`src/hdl/aws_pkg.sv`:
```
// Shared constants and types for the analog window supervisor.
// Assumes an 8-bit special-function register bus and one machine clock.
package aws_pkg;
   // Register addresses on the special-function bus
   localparam logic [7:0] AWS_ADDR_RESULT = 8'hD9;
   localparam logic [7:0] AWS_ADDR_CTRL = 8'hDC;
   localparam logic [7:0] AWS_ADDR_CHAN = 8'hDD;
   localparam logic [7:0] AWS_ADDR_FLOOR = 8'hDE;
   localparam logic [7:0] AWS_ADDR_CEIL = 8'hDF;

   // Supervisor control register fields and channel width
   localparam int AWS_BIT_OVER = 7;
   localparam int AWS_BIT_UNDER = 6;
   localparam int AWS_BIT_RSVD = 5;
   localparam int AWS_BIT_REQ = 4;
   localparam int AWS_BIT_EN = 3;
   localparam int AWS_SEL_LSB = 0;
   localparam int AWS_SEL_W = 3;
   localparam int AWS_CHAN_W = 2;

   // Reset values
   localparam logic [7:0] AWS_RST_BYTE = 8'h00;
   localparam logic [2:0] AWS_RST_SEL = 3'h0;

   // Interval timing: base period in machine cycles, counter width
   localparam int AWS_BASE_PERIOD = 512;
   localparam int AWS_CNT_W = 16;

   // Conversion sequencer states, Gray along idle -> cpu / supervisor
   typedef enum logic [1:0] {
      AWS_IDLE = 2'b00,
      AWS_CPU_CONV = 2'b01,
      AWS_SUP_CONV = 2'b10
   } aws_state_t;

   // Request towards the converter core
   typedef struct packed {
      logic start;
      logic [1:0] chan;
   } aws_conv_req_t;

   // Result coming back from the converter core
   typedef struct packed {
      logic done;
      logic [7:0] data;
   } aws_conv_res_t;
endpackage

```
`src/hdl/aws_interval_timer.sv`:
```
// Free-running interval timer for the supervisor.
// Assumes enable and select are stable register outputs of the parent.
`timescale 1ns/10ps
module aws_interval_timer #(
   parameter int CNT_W = aws_pkg::AWS_CNT_W
) (
   // Clock and control
   input wire logic clk_i,
   input wire logic rst_b_i,
   input wire logic ce_i,
   // Timer settings
   input wire logic enable_i,
   input wire logic [aws_pkg::AWS_SEL_W-1:0] sel_i,
   // One-cycle expiry pulse
   output logic tick_o
);
   import aws_pkg::*;

   logic [CNT_W-1:0] cnt_reg, cnt_next;
   logic tick_reg, tick_next;

   // Last count of the selected period, 512 * 2**sel - 1
   function automatic logic [CNT_W-1:0] last_count(input logic [AWS_SEL_W-1:0] sel);
      logic [CNT_W:0] per;
      per = (CNT_W+1)'(AWS_BASE_PERIOD) << sel;
      last_count = CNT_W'(per - (CNT_W+1)'(1));
   endfunction

   // Count machine cycles; held clear while disabled so the first tick is a full interval away
   always_comb begin
      cnt_next = cnt_reg + CNT_W'(1);
      tick_next = 1'b0;
      if (!enable_i) begin
         cnt_next = '0;
      end else if (cnt_reg == last_count(sel_i)) begin
         cnt_next = '0;
         tick_next = 1'b1;
      end
   end

   always_ff @(posedge clk_i) begin
      if (!rst_b_i) begin
         cnt_reg <= '0;
         tick_reg <= 1'b0;
      end else if (ce_i) begin
         cnt_reg <= cnt_next;
         tick_reg <= tick_next;
      end
   end

   assign tick_o = tick_reg;
endmodule

```
`src/hdl/aws_supervisor.sv`:
```
// Analog window supervisor: periodic monitor conversions, limit check, arbitration.
// Assumes the converter core answers each start with one done pulse and that
// the processor bus gives one-cycle read and write strobes.
`timescale 1ns/10ps
// Notes on behaviour
// - After a supervisor conversion, over flag set when ceiling minus result is negative.
// - After a supervisor conversion, under flag set when result minus floor is negative.
// - Comparison flags change by hardware only at end of a supervisor conversion.
// - Result and limits compare as unsigned zero-extended values.
// - Software writes may set or clear both limit flags.
// - No supervisor requests while the detector enable bit is zero.
// - Interval is 512 times two to the select field, 512 to 65536 cycles.
// - A dedicated 16-bit counter advances once per machine cycle.
// - Each interval expiry requests a conversion.
// - Supervisor conversions use the monitor channel register low two bits.
// - After a supervisor conversion the processor channel bits select again.
// - Expiry during a conversion is held until the result register is read.
// - Supervisor result goes into the shared result register and is compared at the same edge.
// - Interrupt when converter interrupt allow is set and either flag is set.
// - Conversion-active flag reads one during supervisor conversions too.
// - Processor request during a conversion is queued until it completes and the result register has been read.
// - Pending flag is one while a processor request waits, cleared on start.
// - Writing zero to the pending flag cancels the queued processor request.
// - A set limit flag blocks all conversions until software clears both.
// - Floor and ceiling registers each hold an 8-bit bound.
// - Conversion-active flag follows hardware only; writes have no effect.
// - No new conversion starts before the result register has been read.
module aws_supervisor (
   // Clock, reset, clock enable
   input wire logic clk_i,
   input wire logic rst_b_i,
   input wire logic ce_i,
   // Special-function register bus
   input wire logic [7:0] sfr_addr_i,
   input wire logic [7:0] sfr_wdata_i,
   input wire logic sfr_wr_i,
   input wire logic sfr_rd_i,
   output logic [7:0] sfr_rdata_o,
   // Processor converter control inputs
   input wire logic cpu_conv_req_i,
   input wire logic [aws_pkg::AWS_CHAN_W-1:0] conv_chan_sel_i,
   input wire logic converter_irq_allow_i,
   // Converter core
   output aws_pkg::aws_conv_req_t conv_req_o,
   input wire aws_pkg::aws_conv_res_t conv_res_i,
   // Status towards processor
   output logic conversion_active_flag_o,
   output logic irq_o
);
   import aws_pkg::*;

   // Strobe qualified by one address; every register write decode goes through it
   function automatic logic bus_hit(input logic strobe, input logic [7:0] addr, input logic [7:0] target);
      bus_hit = strobe && (addr == target);
   endfunction

   // Sign of a minus b with both zero-extended to nine bits; the ninth bit
   // keeps a large unsigned difference from being read as negative
   function automatic logic diff_neg(input logic [7:0] a, input logic [7:0] b);
      logic [8:0] d;
      d = {1'b0, a} - {1'b0, b};
      diff_neg = d[8];
   endfunction

   // Register file
   // Limit flags, set by the compare at the end of a supervisor conversion or by software
   logic upper_exceed_flag_reg, upper_exceed_flag_next;
   logic low_breach_flag_reg, low_breach_flag_next;
   // Detector enable and interval select
   logic detector_on_reg, detector_on_next;
   logic [AWS_SEL_W-1:0] interval_sel_reg, interval_sel_next;
   // Monitor channel and the two bounds, plain read-write bytes
   logic [7:0] monitor_channel_reg, monitor_channel_next;
   logic [7:0] limit_floor_reg, limit_floor_next;
   logic [7:0] limit_ceiling_reg, limit_ceiling_next;
   // Shared result register and the read data stage
   logic [7:0] conversion_result_reg, conversion_result_next;
   logic [7:0] rdata_reg, rdata_next;

   // Sequencer state
   aws_state_t state_reg, state_next;
   // Remembered requests and the result-unread mark
   logic cpu_pend_reg, cpu_pend_next;
   logic sup_pend_reg, sup_pend_next;
   logic unread_reg, unread_next;
   // Registered outputs towards the converter and the processor
   aws_conv_req_t conv_req_reg, conv_req_next;
   logic busy_reg, busy_next;
   logic irq_reg, irq_next;

   // One-cycle expiry from the interval timer
   logic tick;
   // Decoded bus strobes
   logic wr_ctrl;
   logic wr_chan;
   logic wr_floor;
   logic wr_ceil;
   logic wr_result;
   logic rd_result;
   // Start qualification
   logic blocked;
   logic can_start;

   // Strobe decode; writes to unmapped addresses match nothing and are dropped
   assign wr_ctrl = bus_hit(sfr_wr_i, sfr_addr_i, AWS_ADDR_CTRL);
   assign wr_chan = bus_hit(sfr_wr_i, sfr_addr_i, AWS_ADDR_CHAN);
   assign wr_floor = bus_hit(sfr_wr_i, sfr_addr_i, AWS_ADDR_FLOOR);
   assign wr_ceil = bus_hit(sfr_wr_i, sfr_addr_i, AWS_ADDR_CEIL);
   assign wr_result = bus_hit(sfr_wr_i, sfr_addr_i, AWS_ADDR_RESULT);
   assign rd_result = bus_hit(sfr_rd_i, sfr_addr_i, AWS_ADDR_RESULT);

   // A set limit flag stops every start until both are cleared, so an
   // out-of-range result cannot be overwritten before software has seen it
   assign blocked = upper_exceed_flag_reg || low_breach_flag_reg;
   // The unread gate also holds back a timer request that expired mid-conversion
   assign can_start = !blocked && !unread_reg;

   // Interval timer, held clear while the detector is off
   aws_interval_timer #(
      .CNT_W(AWS_CNT_W)
   ) i_aws_interval_timer (
      .clk_i(clk_i),
      .rst_b_i(rst_b_i),
      .ce_i(ce_i),
      .enable_i(detector_on_reg),
      .sel_i(interval_sel_reg),
      .tick_o(tick)
   );

   // Plain register writes; the control write also reaches the flags and the
   // pending bit, which the sequencer owns
   always_comb begin
      detector_on_next = detector_on_reg;
      interval_sel_next = interval_sel_reg;
      monitor_channel_next = monitor_channel_reg;
      limit_floor_next = limit_floor_reg;
      limit_ceiling_next = limit_ceiling_reg;
      if (wr_ctrl) begin
         // Bit 5 is not stored; software is expected to keep it zero
         detector_on_next = sfr_wdata_i[AWS_BIT_EN];
         interval_sel_next = sfr_wdata_i[AWS_SEL_LSB +: AWS_SEL_W];
      end else if (wr_chan) begin
         monitor_channel_next = sfr_wdata_i;
      end else if (wr_floor) begin
         limit_floor_next = sfr_wdata_i;
      end else if (wr_ceil) begin
         limit_ceiling_next = sfr_wdata_i;
      end
   end

   // Sequencer: arbitration, result capture and limit comparison
   always_comb begin
      state_next = state_reg;
      cpu_pend_next = cpu_pend_reg;
      sup_pend_next = sup_pend_reg;
      unread_next = unread_reg;
      conversion_result_next = conversion_result_reg;
      upper_exceed_flag_next = upper_exceed_flag_reg;
      low_breach_flag_next = low_breach_flag_reg;
      conv_req_next = '{start: 1'b0, chan: conv_chan_sel_i};
      // Software side effects first so hardware events below win
      if (wr_ctrl) begin
         upper_exceed_flag_next = sfr_wdata_i[AWS_BIT_OVER];
         low_breach_flag_next = sfr_wdata_i[AWS_BIT_UNDER];
         if (!sfr_wdata_i[AWS_BIT_REQ]) begin
            cpu_pend_next = 1'b0;
         end
      end
      // Software may load the result register; that does not mark it unread
      if (wr_result) begin
         conversion_result_next = sfr_wdata_i;
      end
      // Reading the result frees the converter for the next start
      if (rd_result) begin
         unread_next = 1'b0;
      end

      // Expiry is remembered until it can be served
      if (tick && detector_on_reg) begin
         sup_pend_next = 1'b1;
      end
      // A processor pulse wins over a cancel written in the same cycle
      if (cpu_conv_req_i) begin
         cpu_pend_next = 1'b1;
      end

      // The supervisor outranks a queued processor request; both wait until the
      // result has been read and both limit flags are clear
      case (state_reg)
         AWS_IDLE: begin
            if (can_start && sup_pend_reg && detector_on_reg) begin
               sup_pend_next = 1'b0;
               conv_req_next = '{start: 1'b1, chan: monitor_channel_reg[AWS_CHAN_W-1:0]};
               state_next = AWS_SUP_CONV;
            end else if (can_start && (cpu_pend_reg || cpu_conv_req_i)) begin
               cpu_pend_next = 1'b0;
               conv_req_next.start = 1'b1;
               state_next = AWS_CPU_CONV;
            end
         end
         AWS_CPU_CONV: begin
            // Only the result and the unread mark change at the end
            if (conv_res_i.done) begin
               conversion_result_next = conv_res_i.data;
               unread_next = 1'b1;
               state_next = AWS_IDLE;
            end
         end
         AWS_SUP_CONV: begin
            // Channel stays on the monitor input until the conversion is done
            conv_req_next.chan = monitor_channel_reg[AWS_CHAN_W-1:0];
            if (conv_res_i.done) begin
               conversion_result_next = conv_res_i.data;
               unread_next = 1'b1;
               // Compare the fresh result, so the flags match the value stored at this edge
               // Unsigned 9-bit differences, sign bit marks a negative result
               upper_exceed_flag_next = diff_neg(limit_ceiling_reg, conv_res_i.data);
               low_breach_flag_next = diff_neg(conv_res_i.data, limit_floor_reg);
               state_next = AWS_IDLE;
            end
         end
         default: begin
            state_next = AWS_IDLE;
         end
      endcase
      // Disabling drops a remembered expiry; a running conversion still completes
      if (!detector_on_reg) begin
         sup_pend_next = 1'b0;
      end
   end

   // Outputs and read data, all registered; busy and interrupt use next values
   // so that they line up with the registered start pulse and flags
   always_comb begin
      busy_next = (state_next != AWS_IDLE);
      irq_next = converter_irq_allow_i && (upper_exceed_flag_next || low_breach_flag_next);
      // Idle cycles and unmapped addresses read as zero
      rdata_next = 8'h00;
      if (sfr_rd_i) begin
         // Bit 5 is not stored and reads zero
         if (sfr_addr_i == AWS_ADDR_CTRL) begin
            rdata_next = {upper_exceed_flag_reg, low_breach_flag_reg, 1'b0, cpu_pend_reg,
                          detector_on_reg, interval_sel_reg};
         end else if (sfr_addr_i == AWS_ADDR_CHAN) begin
            rdata_next = monitor_channel_reg;
         end else if (sfr_addr_i == AWS_ADDR_FLOOR) begin
            rdata_next = limit_floor_reg;
         end else if (sfr_addr_i == AWS_ADDR_CEIL) begin
            rdata_next = limit_ceiling_reg;
         end else if (sfr_addr_i == AWS_ADDR_RESULT) begin
            rdata_next = conversion_result_reg;
         end
      end
   end

   // One register stage for all state; reset wins over the clock enable,
   // and clock enable low freezes every bit, timer included
   always_ff @(posedge clk_i) begin
      if (!rst_b_i) begin
         upper_exceed_flag_reg <= 1'b0;
         low_breach_flag_reg <= 1'b0;
         detector_on_reg <= 1'b0;
         interval_sel_reg <= AWS_RST_SEL;
         monitor_channel_reg <= AWS_RST_BYTE;
         limit_floor_reg <= AWS_RST_BYTE;
         limit_ceiling_reg <= AWS_RST_BYTE;
         conversion_result_reg <= AWS_RST_BYTE;
         rdata_reg <= AWS_RST_BYTE;
         state_reg <= AWS_IDLE;
         cpu_pend_reg <= 1'b0;
         sup_pend_reg <= 1'b0;
         unread_reg <= 1'b0;
         conv_req_reg <= '0;
         busy_reg <= 1'b0;
         irq_reg <= 1'b0;
      end else if (ce_i) begin
         upper_exceed_flag_reg <= upper_exceed_flag_next;
         low_breach_flag_reg <= low_breach_flag_next;
         detector_on_reg <= detector_on_next;
         interval_sel_reg <= interval_sel_next;
         monitor_channel_reg <= monitor_channel_next;
         limit_floor_reg <= limit_floor_next;
         limit_ceiling_reg <= limit_ceiling_next;
         conversion_result_reg <= conversion_result_next;
         rdata_reg <= rdata_next;
         state_reg <= state_next;
         cpu_pend_reg <= cpu_pend_next;
         sup_pend_reg <= sup_pend_next;
         unread_reg <= unread_next;
         conv_req_reg <= conv_req_next;
         busy_reg <= busy_next;
         irq_reg <= irq_next;
      end
   end

   // Every output comes straight from a flip-flop
   assign sfr_rdata_o = rdata_reg;
   assign conv_req_o = conv_req_reg;
   assign conversion_active_flag_o = busy_reg;
   assign irq_o = irq_reg;
endmodule

```
`config.mk`:
```
export PLATFORM = sky130hd
export DESIGN_NAME = aws_supervisor
export DESIGN_NICKNAME = d
export VERILOG_FILES = /design/src/hdl/aws_pkg.sv /design/src/hdl/aws_interval_timer.sv /design/src/hdl/aws_supervisor.sv
export SDC_FILE = /design/constraint.sdc
export NUM_CORES = 1
export LEC_CHECK = 0
export ABC_AREA = 1
export ABC_CLOCK_PERIOD_IN_PS = 1900
export BUFFER_PORTS_ARGS = -buffer_cell sky130_fd_sc_hd__buf_2
export CORE_AREA = 2 2 88 90
export CTS_CLUSTER_SIZE = 16
export DETAILED_ROUTE_END_ITERATION = 6
export DIE_AREA = 0 0 90 92
export GPL_ROUTABILITY_DRIVEN = 0
export PLACE_DENSITY = 0.84
export RECOVER_POWER = 50
export SLEW_MARGIN = 20
export SYNTH_ARGS = -nofsm -noshare
export SYNTH_HDL_FRONTEND = slang
export SYNTH_SLANG_ARGS = --single-unit
export TNS_END_PERCENT = 100
```
`constraint.sdc`:
```
create_clock -name clk_i -period 1.9 [get_ports clk_i]
set_input_delay 0.19 -clock clk_i [delete_from_list [all_inputs] [get_ports clk_i]]
set_output_delay 0.19 -clock clk_i [all_outputs]
set_load 0.03 [all_outputs]
```
; ---- After elaboration in Yosys (flattened, before gate mapping)
; Cells that the tools add are included.
[word_totals]
reg_bits = 73
input_bits = 34
out_inout_bits = 13
[classes]
addsub = 4
n_eq_ne = 8
n_shift = 1
muxes = 41
n_bitwise = 3
n_reduce_logical = 24
[ops]
columns = operator, n
row1 = 8-bit 2-to-1 mux, 9
row2 = 8-bit equality test (second input constant), 5
row3 = 16-bit 2-to-1 mux, 2
row4 = 1-bit 2-to-1 mux, 24
row5 = 8-bit by 8-bit subtractor with 9-bit output, 2
row6 = 16-bit by 1-bit adder with 16-bit output (second input constant), 1
row7 = 16-bit equality test, 1
row8 = 10-bit by 3-bit << shifter with 16-bit output (first input constant), 1
row9 = 16-bit by 1-bit subtractor with 16-bit output (second input constant), 1
row10 = 1-bit logical AND, 12
row11 = 2-bit 2-to-1 mux, 4
row12 = 2-bit one-hot mux with 2 select lines, 2
row13 = 5-bit AND reduction, 1
row14 = 4-bit AND reduction, 1
row15 = 1-bit logical OR, 3
row16 = 1-bit NOT, 3
row17 = 3-bit AND reduction, 1
row18 = 2-bit by 1-bit equality test with 1-bit output (second input constant), 1
row19 = 2-bit equality test (second input constant), 1
row20 = 1-bit zero test, 2
row21 = 2-bit zero test, 1
row22 = 2-bit AND reduction, 1
row23 = 2-bit nonzero test, 1
row24 = 2-bit OR reduction, 1

; ---- Longest topological paths before layout
[depth]
depth_word = 8
mapped_depth = 13
depth_no_buf = 13

; ---- Hierarchy
; A second synthesis with hierarchy kept.
[hier_totals]
hier_cells = 641
area_unflattened_um2 = 4355.4
[modules_own_cells]
columns = mod, n_inst, cells_each, area_each_um2, seq_area_each_um2
row1 = aws_supervisor, 1, 447, 3138.0, 1121.1
row2 = aws_interval_timer, 1, 194, 1217.4, 340.3

; ---- Worst setup path after synthesis
; OpenSTA, ideal clock, no wires.
[synth_path]
kind = reg2reg
start = register i_aws_interval_timer.cnt_reg[0]
end = register i_aws_interval_timer.cnt_reg[3]
arrival_time_ns = 1.373
t_required_ns = 1.768
setup_slack_ns = 0.395
path_stages_with_launch = 11
cell_sequence = dfxtp_1 > ha_1 > nand3_1 > inv_1 > nand3_2 > inv_1 > nand2_1 > nand3b_4 > buf_6 > nand3_1 > a21oi_1
[synth_via]
elab_chain_len = 3
elab_cells_between_ends = 4
cone_classes = add/sub: 1 / eq/ne: 1 / mux: 2
[synth_rtl]
columns = item, line
row1 = start: declaration, aws_interval_timer.sv:19  ; logic [CNT_W-1:0] cnt_reg, cnt_next;
row2 = start signal: assignment, aws_interval_timer.sv:46  ; cnt_reg <= cnt_next;
row3 = 16-bit by 1-bit adder with 16-bit output / 16-bit equality test (equally long branches), "aws_interval_timer.sv:31, aws_interval_timer.sv:35"
row4 = 16-bit 2-to-1 mux *, aws_interval_timer.sv:35  ; end else if (cnt_reg == last_count(sel_i)) begin
row5 = 16-bit 2-to-1 mux *, aws_interval_timer.sv:33  ; if (!enable_i) begin
; Mark *: on every way between the ends. The rest lies on a longest branch, timed or not.
; A chain may end at the register's enable or synchronous reset.

; ---- Worst setup path in the final report
[layout_path]
start = register state_reg[1]
end = register conversion_result_reg[0]
[layout_via]
elab_chain_len = 3
elab_cells_between_ends = 4
cone_classes = eq/ne: 2 / mux: 1 / reduce/logical: 1
[layout_rtl]
columns = item, line
row1 = start: declaration, aws_supervisor.sv:81  ; aws_state_t state_reg, state_next;
row2 = start signal: assignment, aws_supervisor.sv:286  ; state_reg <= state_next;
row3 = 2-bit equality test / 2-bit by 1-bit equality test with 1-bit output (equally long branches), aws_supervisor.sv:189  ; case (state_reg)
row4 = 2-bit OR reduction (no source line) *, --
row5 = 8-bit 2-to-1 mux *, --
row6 = end signal: assignment, aws_supervisor.sv:284  ; conversion_result_reg <= conversion_result_next;
row7 = end: declaration, aws_supervisor.sv:77  ; logic [7:0] conversion_result_reg, conversion_result_next;
; Marked as above.

==> impl_metrics.py <==
metrics = {
    "logic_synthesis": {
        "async_flop_share_pct": 0,
        "synthMostInstantiatedCell": "nand2_1",
        "yosys_warnings": 0,
        "synth-edff-count": 0,
        "synth_top_cell_by_area": "dfxtp_1",
        "ys_ff_latch": 73,
        "syn_area_mm2": 0.004185,
        "ys_types": 40,
        "synth-simple-area-share_pct": 27.77,
        "synth-xor-area-share_pct": 0.8371,
        "synthAdderAreaFrac_pct": 5.381,
        "synth_compound_area_share_pct": 21.73,
        "yosys.area.top_type_share_pct": 34.92,
        "synth_common_cells": "146 x nand2_1, 73 x a21oi_1, 73 x dfxtp_1",
        "yosysSeqAreaShare_pct": 34.92,
        "syn_inst": 609,
        "synth_top_family_by_area": "simple AND/OR/NAND/NOR gates",
        "muxShareOfSynthArea_pct": 0,
        "yosys-top-cells-area": "dfxtp_1 35%, nand2_1 13%, a21oi_1 8.7%",
        "syn_area_per_cell_um2": 6.872,
        "synth_ff_type": "dfxtp_1",
        "syn_nets": 661,
    },
    "floorplanning": {
        "die_width_um": 90,
        "core-area_mm2": 0.007447,
        "die-area_mm2": 0.008280,
        "fp-row-count": 32,
        "initial_utilization_pct": 56.20,
        "pin_count": 47,
        "dieHeight_um": 92,
    },
    "worst_setup_path": {
        "r2r_start": "state_reg[1]",
        "crit_fanout": 6,
        "slowest_stage": "dfxtp_1",
        "worstSetupPathType": "reg2reg",
        "crit_arrival_ns": 1.98,
        "endpoint_kind": "flip-flop",
        "crit_buf_inv": 2,
        "max_stage_delay_ns": 0.39,
        "crit_start": "state_reg[1]",
        "regToRegSetupSlack_ns": 0.20,
        "crit_family": "simple AND/OR/NAND/NOR gates",
        "cp_common_cell": "inv_1",
        "path_cells": "inv_1, ha_1, nand2_1, inv_1, nor2_1, o211ai_1, a21oi_1",
        "r2r_end": "conversion_result_reg[0]",
        "rr_worst_depth": 7,
        "start_kind": "flip-flop",
        "required_ns": 2.19,
    },
    "finish": {
        "stdcell_area_mm2": 0.004756,
        "n_fill_cell": 698,
        "final_layout_size_suffix_gt1_share_pct": 12.56,
        "fin_nets": 716,
        "diodes": 0,
        "syn_to_final_growth_pct": 13.63,
        "largest_reg_flops": 16,
    },
    "sta": {
        "worst_pin_slew_ns": 0.6877,
        "period_minus_slack_ns": 1.697,
        "slew_headroom_pct": 54.10,
        "max_freq_mhz": 589.3,
        "hold_viol": 0,
        "slew_viol_final": 0,
        "finalSetupTns_ns": 0,
        "final-setup-viol-count": 0,
        "fin_skew_ns": 0.008445,
        "rsz0062_at_grt": "no",
        "fin_crit_sh_pct": 89.31,
    },
    "drt": {
        "finalWirelength_um": 10900,
        "drt-pass1-iter-count": 5,
        "wl_per_cell_um": 14.14,
        "ant_nets": 0,
        "drt_iter0_markers": 340,
        "avgViaCountPerCell": 5.598,
        "vias": 4316,
        "drc_errors": 0,
    },
    "cts": {
        "htree_num_levels": 3,
        "clkSinkCount": 73,
        "cts_buffers": 9,
        "cts_buffer_depth": 2,
        "cts_root_buf": "clkbuf_8",
        "cts_tree": "yes",
        "cts_setup_buffers": 0,
        "cts_resized": 0,
        "clk_pin_slew_ns": 0.08,
        "cts_hold_buf": 0,
        "insertion_delay_ns": 0.36,
    },
    "global_routing": {
        "grt_max_degree": 30,
        "antenna_found_initial": 0,
        "grt_overflow_total": 0,
        "grt_usage_pct": 27.32,
        "grt_pass1_wl_um": 18660,
        "grt_pass1_vias": 4169,
    },
    "hold_path": {
        "hold_path_end": "irq_o",
        "worstHoldPathCells": 3,
        "hp-start": "converter_irq_allow_i",
        "hp-class": "in2reg",
    },
    "place": {
        "dp_hpwl_um": 7998,
        "placed_cell_area_mm2": 0.004577,
        "io_buffers": 46,
    },
    "power": {
        "peakVddDrop_v": 0.0003916,
        "power_density_mw_per_mm2": 645.2,
        "power.leakage_uw": 0.002042,
    },
    "job": {
        "cap_violations": 0,
    },
    "outcome": {
        "status": "complete, no violations",
    },
}
## worst max-delay path by stage
stage                                 endpoint  slack [ns]  cells after the start
2_1_floorplan  i_aws_interval_timer.cnt_reg[3]        0.40                     10
3_3_place_gp       i_aws_interval_timer.tick_o        0.32                      8
3_5_place_dp       i_aws_interval_timer.tick_o        0.22                     10
4_1_cts            i_aws_interval_timer.tick_o        0.19                     10
5_1_grt            i_aws_interval_timer.tick_o        0.01                     10
6_report              conversion_result_reg[0]        0.20                      7
## area by class of cell
| cell class | instances | area, um2 | share of cell area, % |
|---|---|---|---|
| Clock buffer | 9 | 123.9 | 2.605 |
| Tap cell | 102 | 127.6 | 2.683 |
| Inverter | 78 | 292.8 | 6.156 |
| Sequential cell | 73 | 1461 | 30.73 |
| Clock inverter | 7 | 71.32 | 1.500 |
| Timing Repair Buffer | 62 | 337.8 | 7.103 |
| Multi-Input combinational cell | 440 | 2341 | 49.22 |
## tightest hold or removal path: cells and delay by family
family          cells  cell delay [ns]
simple gates        1             0.05
buf+inv             1             0.09
compound gates      1             0.05
## per-stage QoR
stage	utilization [%]	worst slack (ns)	total power, uW	hold slack [ns]	std cells
6_report	63.86	0.2031	3068	0.07180	771
5_1_grt	63.86	0.009890	3181	0.06939	771
4_1_cts	64.08	0.1942	3071	0.06550	770
3_5_place_dp	61.46	0.2206	1879	0.4366	754
3_3_place_gp	61.46	0.3182	1869	0.4345	754
2_1_floorplan	-	0.3950	1763	0.3284	609
## placed cells by master, fill, tap and decap left out, types with 2 or more instances in the layout
master      Yosys  final
clkinv_2        0      2
nand4_1         5      5
nand3_1        47     47
clkbuf_1       10     16
nor3_1          6      5
clkinvlp_4      0      3
nor2_1         40     41
buf_4           2     13
nor3_2          2      3
o21a_1          3      3
buf_2           3     31
dfxtp_1        73     73
clkbuf_8        0      9
nand2_1       146    146
inv_1          72     72
o21bai_1        7      7
nor3_4          2      2
a21oi_1        73     73
o211ai_1       10     10
o21ai_1         2      2
inv_2           5      5
xor2_1          3      3
a22oi_1         6      6
ha_1           18     18
a211oi_1       11     11
a21oi_2         2      2
o21ai_0        41     42
nand3b_4        1      2
## routing by layer
layer	GRT usage, %	wire length [um]	part of all wire, %	vias to the layer above
met3	3.369	644	5.9	28
met5	0	0	0	-
met4	12.56	326	3.0	0
met1	33.49	4614	42	1979
li1	-	-	-	2142
met2	47.99	5319	49	167
## where the power goes
part / total [uW] / internal [uW] / switching, uW
clock network: 1230 / 603 / 622
logic: 288 / 95.8 / 192
registers: 1560 / 1550 / 10.5
## cell families (layout without fill, tap and decap cells)
kind of cell | after synthesis | after routing
flip-flops | 73 | 73
XOR/XNOR | 4 | 4
adder cells (fa/ha/maj) | 18 | 18
buffers and inverters | 97 | 156
AO/OA/AOI/OAI | 159 | 159
AND/OR/NAND/NOR | 258 | 259
Power figures use the tool's default switching activity.
